==> config.mk <==
export PLATFORM = sky130hd
export DESIGN_NAME = hpm_regs
export DESIGN_NICKNAME = d
export VERILOG_FILES = /design/src/hdl/hpm_pkg.sv /design/src/hdl/hpm_pwm_gen.sv /design/src/hdl/hpm_regs.sv
export VERILOG_INCLUDE_DIRS = /design/src /design/src/hdl
export SDC_FILE = /design/constraint.sdc
export NUM_CORES = 1
export LEC_CHECK = 0
export ABC_AREA = 1
export ABC_CLOCK_PERIOD_IN_PS = 1480
export BUFFER_PORTS_ARGS = -buffer_cell sky130_fd_sc_hd__buf_2
export CORE_MARGIN = 2
export CORE_UTILIZATION = 33
export DETAILED_ROUTE_END_ITERATION = 8
export GPL_TIMING_DRIVEN = 0
export PLACE_DENSITY = 0.55
export SLEW_MARGIN = 20
export SYNTH_ARGS = -nofsm -noshare
export SYNTH_HDL_FRONTEND = slang
export SYNTH_HIERARCHICAL = 1
export SYNTH_SLANG_ARGS = --single-unit
export TNS_END_PERCENT = 5
==> constraint.sdc <==
create_clock -name REF_CLK -period 1.48 [get_ports REF_CLK]
set_input_delay 0.074 -clock REF_CLK [delete_from_list [all_inputs] [get_ports REF_CLK]]
set_output_delay 0.074 -clock REF_CLK [all_outputs]
set_load 0.02 [all_outputs]
==> src/hdl/hpm_defs.svh <==
// register offsets, field positions, reset values and timing counts
`ifndef HPM_DEFS_SVH
`define HPM_DEFS_SVH
`define HPM_ADDR_INT_MASK     7'h09
`define HPM_ADDR_PWM_SETUP    7'h0A
`define HPM_ADDR_SCRATCH      7'h0B
`define HPM_INT_MASK_RST      16'h0140
`define HPM_INT_MASK_KEEP     16'h01FF
`define HPM_PWM_SETUP_RST     16'h0000
`define HPM_SCRATCH_RST       16'h0000
`define HPM_BIT_SUPPLY        0
`define HPM_BIT_TEMP          1
`define HPM_BIT_BUS           2
`define HPM_BIT_RATE          14
`define HPM_DUTY_LSB          4
`define HPM_DUTY_MSB          13
`define HPM_SEL_MSB           2
`define HPM_CLK_HZ            40000000
`define HPM_STEPS             1024
`define HPM_BASE_RATE_HZ      200
`define HPM_TICK_DIV          (`HPM_CLK_HZ / (`HPM_BASE_RATE_HZ * `HPM_STEPS))
`endif

==> src/hdl/hpm_pkg.sv <==
// types shared by the register bank and the pwm generator
package hpm_pkg;
    typedef logic [15:0] hpm_word_t;
    typedef logic [9:0]  hpm_duty_t;
    typedef enum logic [1:0] {
        HPM_RST_NONE    = 2'h0,
        HPM_RST_SOFT    = 2'h1,
        HPM_RST_RESTART = 2'h3
    } hpm_rst_kind_t;
endpackage

==> src/hdl/hpm_pwm_gen.sv <==
// one internal pwm generator: 1024-step counter and duty compare
`timescale 1ns/10ps
module hpm_pwm_gen (
    // clock and reset
    input  wire logic            REF_CLK,
    input  wire logic            ARST_N,
    // step enables and setup
    input  wire logic            TICK_SLOW,
    input  wire logic            TICK_FAST,
    input  wire logic            RATE_SEL,
    input  wire hpm_pkg::hpm_duty_t DUTY,
    // drive output
    output logic                 PWM_OUT
);
    import hpm_pkg::*;

    typedef struct packed {
        logic [9:0] cnt;
        logic       out;
    } hpm_gen_st_t;

    hpm_gen_st_t st_q;
    hpm_gen_st_t st_d;
    logic        step;

    // the rate picks which divided enable advances the counter
    assign step = RATE_SEL ? TICK_FAST : TICK_SLOW;

    // free-running count; output high while count below duty, all ones forced on
    always_comb begin
        st_d = st_q;
        if (step) begin
            st_d.cnt = st_q.cnt + 10'h001;
            st_d.out = (DUTY == 10'h3FF) || (st_q.cnt < DUTY);
        end
    end

    always_ff @(posedge REF_CLK or negedge ARST_N) begin
        if (!ARST_N) begin
            st_q <= '0;
        end else begin
            st_q <= st_d;
        end
    end

    assign PWM_OUT = st_q.out;

    // zero duty turns the switch off from the next counter step on
    zero_off_a: assert property (@(posedge REF_CLK) disable iff (!ARST_N)
        (DUTY == 10'h000) && step |=> !PWM_OUT)
        else $error("pwm on with zero duty");
endmodule

==> src/hdl/hpm_regs.sv <==
// register bank: interrupt mask, pwm setup for four generators, scratch word
//
// Behaviour
// - bus mask bit 2 set: one interrupt pulse per bus flag set event.
// - thermal mask bit 1 set: one interrupt pulse per thermal flag set event.
// - supply mask bit 0 set: one interrupt pulse per supply flag set event.
// - mask resets to 0x0140; restart clears bits 15:9, keeps 8:0.
// - rate bit 14 selects 100 Hz (0) or 200 Hz (1) period.
// - duty bits 13:4 give on-time value/1024; zero off, all ones on.
// - select bits 2:0 address generators 0..3; codes 1xx are ignored.
// - bits 15 and 3 of pwm setup read zero, writes ignored.
// - pwm setup clears on reset; restart clears 15 and 3:0 only.
// - the four generators only drive the high-side switches.
// - output correct only after one full pwm pulse after setup.
// - generator timing derives from the internal clock.
// - scratch word is host read/write only; device never changes it.
// - scratch clears on power-on and soft reset, kept through restart.
// - scratch accessible only while the device is in normal mode.
// - enabled event pulses interrupt even if flag was already set.
// - switch code 0100..0111 routes generator one..four to the switch.
`timescale 1ns/10ps
`include "hpm_defs.svh"
module hpm_regs (
    // clock and reset
    input  wire logic                  REF_CLK,
    input  wire logic                  ARST_N,
    // device reset requests, same clock domain
    input  wire hpm_pkg::hpm_rst_kind_t RST_KIND,
    input  wire logic                  NORMAL_MODE,
    // register access port
    input  wire logic                  REG_WR,
    input  wire logic                  REG_RD,
    input  wire logic [6:0]            REG_ADDR,
    input  wire hpm_pkg::hpm_word_t    REG_WDATA,
    output hpm_pkg::hpm_word_t         REG_RDATA,
    output logic                       REG_RVALID,
    // status flag set events, same clock domain, one-cycle pulses
    input  wire logic                  EVT_BUS,
    input  wire logic                  EVT_TEMP,
    input  wire logic                  EVT_SUPPLY,
    // interrupt output, low for one cycle after each enabled event
    output logic                       INTERRUPT_OUT_N,
    // high-side switch routing codes and drive
    input  wire logic [3:0]            HS_CFG_0,
    input  wire logic [3:0]            HS_CFG_1,
    input  wire logic [3:0]            HS_CFG_2,
    output logic [2:0]                 HS_PWM_DRIVE
);
    import hpm_pkg::*;

    typedef struct packed {
        hpm_word_t  mask;
        logic [1:0] sel;
        logic [3:0] rate;
        hpm_duty_t [3:0] duty;
        hpm_word_t  scratch;
        hpm_word_t  rdata;
        logic       rvalid;
        logic       irq_n;
        logic [7:0] div_cnt;
        logic       half;
        logic       tick_fast;
        logic       tick_slow;
        logic [2:0] hs_drv;
    } hpm_reg_st_t;

    // the step divider needs eight bits; six would silently wrap the count
    localparam logic [7:0] DIV_LAST = 8'(`HPM_TICK_DIV - 1);

    hpm_reg_st_t st_q;
    hpm_reg_st_t st_d;
    logic [3:0]  gen_out;
    logic        wr_pwm;
    logic        irq_evt;
    logic [3:0]  hs_cfg [3];

    assign hs_cfg[0] = HS_CFG_0;
    assign hs_cfg[1] = HS_CFG_1;
    assign hs_cfg[2] = HS_CFG_2;

    // select codes 1xx address nothing, so such a write stores nothing
    assign wr_pwm = REG_WR && (REG_ADDR == `HPM_ADDR_PWM_SETUP) && !REG_WDATA[`HPM_SEL_MSB];

    // each masked event is its own trigger, so an already set flag still pulses
    assign irq_evt = (EVT_BUS    && st_q.mask[`HPM_BIT_BUS])
                  || (EVT_TEMP   && st_q.mask[`HPM_BIT_TEMP])
                  || (EVT_SUPPLY && st_q.mask[`HPM_BIT_SUPPLY]);

    // next state: resets by type, register writes, reads, divider, routing
    always_comb begin
        st_d           = st_q;
        st_d.rvalid    = 1'b0;
        st_d.irq_n     = !irq_evt;
        st_d.tick_fast = 1'b0;
        st_d.tick_slow = 1'b0;
        // one divider from the reference clock feeds all generators
        if (st_q.div_cnt == DIV_LAST) begin
            st_d.div_cnt   = 8'h00;
            st_d.half      = !st_q.half;
            st_d.tick_fast = 1'b1;
            st_d.tick_slow = st_q.half;
        end else begin
            st_d.div_cnt = st_q.div_cnt + 8'h01;
        end
        // routing codes 0100..0111 pick a generator; others leave the pwm drive low
        for (int i = 0; i < 3; i++) begin
            st_d.hs_drv[i] = (hs_cfg[i][3:2] == 2'b01) && gen_out[hs_cfg[i][1:0]];
        end
        if (REG_WR) begin
            unique case (REG_ADDR)
                `HPM_ADDR_INT_MASK: begin
                    st_d.mask = REG_WDATA & `HPM_INT_MASK_KEEP;
                end
                `HPM_ADDR_PWM_SETUP: begin
                    if (wr_pwm) begin
                        st_d.sel                     = REG_WDATA[1:0];
                        st_d.rate[REG_WDATA[1:0]]    = REG_WDATA[`HPM_BIT_RATE];
                        st_d.duty[REG_WDATA[1:0]]    = REG_WDATA[`HPM_DUTY_MSB:`HPM_DUTY_LSB];
                    end
                end
                `HPM_ADDR_SCRATCH: begin
                    if (NORMAL_MODE) begin
                        st_d.scratch = REG_WDATA;
                    end
                end
                default: begin
                end
            endcase
        end
        if (REG_RD) begin
            st_d.rvalid = 1'b1;
            unique case (REG_ADDR)
                `HPM_ADDR_INT_MASK:  st_d.rdata = st_q.mask;
                // reserved bits 15 and 3 are wired to zero
                `HPM_ADDR_PWM_SETUP: st_d.rdata = {1'b0, st_q.rate[st_q.sel], st_q.duty[st_q.sel],
                                                   1'b0, 1'b0, st_q.sel};
                `HPM_ADDR_SCRATCH:   st_d.rdata = NORMAL_MODE ? st_q.scratch : 16'h0000;
                default:             st_d.rdata = 16'h0000;
            endcase
        end
        // reset types override same-cycle writes to the fields they reset; reads and other writes still go through
        unique case (RST_KIND)
            HPM_RST_SOFT: begin
                st_d.mask    = `HPM_INT_MASK_RST;
                st_d.sel     = 2'h0;
                st_d.rate    = 4'h0;
                st_d.duty    = '0;
                st_d.scratch = `HPM_SCRATCH_RST;
            end
            HPM_RST_RESTART: begin
                st_d.mask = st_q.mask & `HPM_INT_MASK_KEEP;
                st_d.sel  = 2'h0;
            end
            default: begin
            end
        endcase
    end

    // single state register; asynchronous reset acts as power-on
    always_ff @(posedge REF_CLK or negedge ARST_N) begin
        if (!ARST_N) begin
            st_q       <= '0;
            st_q.mask  <= `HPM_INT_MASK_RST;
            st_q.irq_n <= 1'b1;
        end else begin
            st_q <= st_d;
        end
    end

    // four generators, each with its own stored rate and duty
    for (genvar g = 0; g < 4; g++) begin : gen_pwm
        hpm_pwm_gen u_gen (
            .REF_CLK   (REF_CLK),
            .ARST_N    (ARST_N),
            .TICK_SLOW (st_q.tick_slow),
            .TICK_FAST (st_q.tick_fast),
            .RATE_SEL  (st_q.rate[g]),
            .DUTY      (st_q.duty[g]),
            .PWM_OUT   (gen_out[g])
        );
    end

    assign REG_RDATA       = st_q.rdata;
    assign REG_RVALID      = st_q.rvalid;
    assign INTERRUPT_OUT_N = st_q.irq_n;
    assign HS_PWM_DRIVE    = st_q.hs_drv;

    // a masked bus event pulses the interrupt next cycle
    bus_irq_a: assert property (@(posedge REF_CLK) disable iff (!ARST_N)
        EVT_BUS && st_q.mask[`HPM_BIT_BUS] |=> !INTERRUPT_OUT_N)
        else $error("bus event lost");
    temp_irq_a: assert property (@(posedge REF_CLK) disable iff (!ARST_N)
        EVT_TEMP && st_q.mask[`HPM_BIT_TEMP] |=> !INTERRUPT_OUT_N)
        else $error("thermal event lost");
    supply_irq_a: assert property (@(posedge REF_CLK) disable iff (!ARST_N)
        EVT_SUPPLY && st_q.mask[`HPM_BIT_SUPPLY] |=> !INTERRUPT_OUT_N)
        else $error("supply event lost");
    no_spurious_a: assert property (@(posedge REF_CLK) disable iff (!ARST_N)
        !irq_evt |=> INTERRUPT_OUT_N)
        else $error("interrupt without enabled event");
    restart_mask_a: assert property (@(posedge REF_CLK) disable iff (!ARST_N)
        RST_KIND == HPM_RST_RESTART |=> st_q.mask == ($past(st_q.mask) & `HPM_INT_MASK_KEEP))
        else $error("restart mask wrong");
    soft_rst_a: assert property (@(posedge REF_CLK) disable iff (!ARST_N)
        RST_KIND == HPM_RST_SOFT |=> st_q.mask == `HPM_INT_MASK_RST && st_q.scratch == 16'h0000)
        else $error("soft reset values wrong");
    pwm_rsvd_a: assert property (@(posedge REF_CLK) disable iff (!ARST_N)
        $past(REG_RD) && $past(REG_ADDR) == `HPM_ADDR_PWM_SETUP |-> !REG_RDATA[15] && !REG_RDATA[3])
        else $error("reserved pwm bit reads one");
    scratch_keep_a: assert property (@(posedge REF_CLK) disable iff (!ARST_N)
        !(REG_WR && NORMAL_MODE && REG_ADDR == `HPM_ADDR_SCRATCH) && RST_KIND != HPM_RST_SOFT
        |=> $stable(st_q.scratch))
        else $error("scratch changed by device");
    restart_pwm_a: assert property (@(posedge REF_CLK) disable iff (!ARST_N)
        RST_KIND == HPM_RST_RESTART |=> st_q.sel == 2'h0 && $stable(st_q.duty))
        else $error("restart pwm setup wrong");
endmodule

Word-level counts from Yosys, hierarchy flattened
Index checks and enable logic that the tools add are counted.

cells by class
  $add $sub $neg = 5
  $lt $le $gt $ge = 10
  equality and inequality tests = 13
  mux-type cells = 33
  bitwise operators = 1
  reduce and logical (&&, ||, !) cells = 33

operators by type and width
  cell                   number
  $mux 46                2
  $mux 78                1
  $mux 16                4
  $mux 60                1
  $pmux 16 s3            1
  $add 10x1->10 const B  4
  $bwmux 40              1
  $eq 10x10->1 const B   4
  $lt 10x10->1           4
  $pmux 18 s2            1
  $eq 7x4->1 const B     3
  $bmux 10 s2            1
  $demux 10 s2           1
  $mux 10                2
  $lt 2x3->1 const B     5
  $reduce_and 3->1       4
  $reduce_bool 2->1      6
  $reduce_bool 3->1      4
  $mux 1                 10
  $logic_and 1x1->1      9
  $add 8x1->8 const B    1
  $bmux 1 s2             4
  $eq 2x1->1 const B     4
  $eq 8x8->1 const B     1
  10 further kinds       17

storage, ports and cells
  register bits after elaboration = 154
  output and inout port bits = 21

Longest topological paths before layout
  depth in word-level cells = 9
  depth in mapped cells = 9

Hierarchy
Netlist, hierarchy kept.

modules (own cells, without submodules)
  module       times used  cells an instance  area an instance (um^2)
  hpm_regs     1           649                5,318.9
  hpm_pwm_gen  4           117                864.6

Worst setup path after synthesis
OpenSTA, ideal clock, no wires.

  path type = reg-to-reg
  start = register, netlist name st_q[92]
  end = register st_q (netlist bit REG_RDATA[7])
  arrival = 1.158 ns
  data required time = 1.363 ns
  slack = 0.205 ns
  stages on the path, launching flop included = 10
  path buffers = 1
  clock period less this slack = 1.275 ns
  cell sequence = dfrtp_1 inv_1 clkbuf_1 nand2_1 nand3_1 nand2_1 nand2_1 nand3_1 nand2_1 nand2_1

RTL lines
  what                    line             source
  end signal: assignment  hpm_regs.sv:166  st_q <= st_d;
  end: declaration        hpm_regs.sv:70   hpm_reg_st_t st_q;

==> impl_metrics.ini <==
[status]
status = completed

[worst_setup_path]
start_kind = flip-flop
required_ns = 1.81
arrival_ns = 1.73
worst-setup-path-type = reg2reg
cp_max_fo = 10
end_kind = flip-flop

[timing]
fin_crit_ns = 1.40
min_period_over_period = 0.947
finalHoldViolCount = 0
fin_skew_ns = 0.0180
max_freq_mhz = 713
setup_slack_ns = 0.0781
slew_headroom = 0.589
worst_pin_slew_ns = 0.616
setup_viol = 0
drv_slew = 0
tns_ns = 0

[die]
die_w_um = 167
fp.dieH_um = 167
dieArea_sq_um = 27900
io_pins = 66
start_util = 0.337
coreArea_sq_um = 26100
num_rows = 59

[synth]
synth_nets = 1204
async_reset_ff_frac = 1.00
synth_cell_types = 37
seq_area_frac_synth = 0.420
synth_enable_flop_cells = 0
synth_area_leader_cell = dfrtp_1
syn_avg_cell_area_sq_um = 7.86
syn-cell-area_sq_um = 8780
yosysMostFrequentCell = nand2_1
ys_ff_latch = 147
synthCells = 1117
synth_area_leaders = dfrtp_1, nand2_1, nand3_1
synth.cells.most_frequent = nand2_1, inv_1, dfrtp_1, nand3_1, nor2_1
ys.flop_type = dfrtp_1
ys_warn_count = 6
synth_top_cell_area_share = 0.411

[routing]
detail-route-antenna-nets = 0
totalWireLength_um = 22600
drt_first_pass_iters = 5
drcViolationCount = 0
drt_iter0_markers = 466
wl_per_cell_um = 14.3
vias = 7576
via_per_inst = 4.80

[clock_network]
cts_tree = done
clockBufferDepth = 2
cts_buffers = 17
clk_transition_reported_paths_ns = 0.07
cts.sinks = 147
clock-root-buffer = clkbuf_16
h-tree-depth = 4
clk-insertion-delay-late_ns = 0.44

[placement]
dpl.hpwl_um = 16600
gp_congestion = 0.874
port_buffers = 63
post_dp_cell_area_sq_um = 9550
dp_slack_ns = -0.217

[layout]
drive_above_1_share = 0.179
n_antenna_cell = 0
fin_area_sq_um = 10500
fillerInstances = 2652
final_core_util = 0.404
layout.nets = 1317
area_delta_synth_final_pct = 20.0

[global_routing]
grt_pass1_vias = 7451
overflow = 0
antenna_found_initial = 0
grt_max_degree = 94
grtUsageTotal = 0.170
grt_first_pass_wirelength_um = 38200

[min_path]
hp-class = in2reg

[power]
ir_worst_vdd_uv = 635
cellPowerDensity_nw_per_um2 = 893
leakage_uw = 0.00530
power.total_uw = 9400

[run]
cap_viol_max_count = 0
==> where the power goes <==
group / switching [uW] / total, uW / internal (uW)
Clock: 1830 / 4840 / 3010
Combinational: 347 / 507 / 160
Sequential: 9.76 / 4050 / 4040
Total: 2190 / 9400 / 7210
==> state kept, by name (all words and copies together), names as in the netlist <==
name	cells
HS_PWM_DRIVE	3
st_q	82
gen_pwm.u_gen/PWM_OUT	4
REG_RVALID	1
gen_pwm.u_gen/st_q	40
INTERRUPT_OUT_N	1
REG_RDATA	16
==> area by class of cell <==
type / instances / area [sq um] / area share
clock inverter: 14 / 225 / 0.0214
multi-input combinational: 757 / 4170 / 0.396
clock buffer: 18 / 429 / 0.0408
inverter: 157 / 601 / 0.0570
timing repair buffer: 95 / 661 / 0.0627
sequential: 147 / 3680 / 0.350
buffer: 55 / 340 / 0.0323
tap: 335 / 419 / 0.0398
==> stage by stage <==
| step | hold slack, ns | std cells |
|---|---|---|
| floorplan | -0.222 | 1117 |
| global placement | 0.196 | 1515 |
| detailed placement | 0.0467 | 1516 |
| CTS | 0.00828 | 1577 |
| global route | 0.0341 | 1578 |
| finish | 0.0149 | 1578 |
==> final timing paths <==
path / start / endpoint / slack (ns) / depth (start not counted)
setup / recovery: st_q[92]$_DFFE_PN0P_ / REG_RDATA[4]$_DFFE_PN0P_ / 0.08 / 8
hold / removal: HS_CFG_2[1] / HS_PWM_DRIVE[2]$_DFF_PN0_ / 0.01 / 5
setup reg to reg: st_q[92]$_DFFE_PN0P_ / REG_RDATA[4]$_DFFE_PN0P_ / 0.08 / 8
hold reg to reg: REG_RDATA[2]$_DFFE_PN0P_ / REG_RDATA[2]$_DFFE_PN0P_ / 0.48 / 2
max in group asynchronous: ARST_N / st_q[87]$_DFFE_PN0P_ / 0.49 / 3
min in group asynchronous: ARST_N / HS_PWM_DRIVE[0]$_DFF_PN0_ / 0.17 / 2
==> routing by layer <==
| metal | up-vias | global-route usage | wire length, um |
|---|---|---|---|
| met4 | 0 | 0.0528 | 438 |
| met5 | - | 0 | 0 |
| met2 | 176 | 0.273 | 10400 |
| met3 | 32 | 0.0314 | 950 |
| met1 | 3585 | 0.232 | 10800 |
| li1 | 3783 | - | - |
==> placed cells by master, fill, tap and decap left out, drive strengths merged <==
cell         instances
nand3b              16
nand2              316
o21bai               3
o22ai                3
inv                159
nand3              146
xnor2                2
ha                  42
nor2                79
buf                108
clkbuf              30
dfrtp              144
o21ai               66
bufinv               5
a21o                 4
a22o                 1
nor3                10
clkinv               4
nand4               26
dlygate4sd3         30
a21oi               16
clkinvlp             3
and3                 1
dfstp                3
xor2                26
==> what timing repair did <==
action,CTS,global route
hold buffers,30,0
endpoints found under the setup margin,11,13
buffers inserted,0,1
gates resized for setup,4,14
hold endpoints to repair,81,0
==> logic make-up (layout without fill, tap and decap cells) <==
logic type,after synthesis,after routing,share of synthesized area
AO/OA/AOI/OAI,93,93,0.0559
XOR/XNOR,28,28,0.0279
adder cells (fa/ha/maj),42,42,0.0599
buffers and inverters,213,339,0.106
flip-flops,147,147,0.420
AND/OR/NAND/NOR,594,594,0.330
==> critical path: stages, from the launching register on <==
cell      delay [ns]
dfrtp_1         0.44
clkbuf_2        0.28
nand2_1         0.09
nand3_1         0.08
nand2_1         0.08
nand2_1         0.08
nand3_1         0.11
nand2_1         0.08
nand2_1         0.05
No activity file was read; power rests on OpenSTA's default activity.
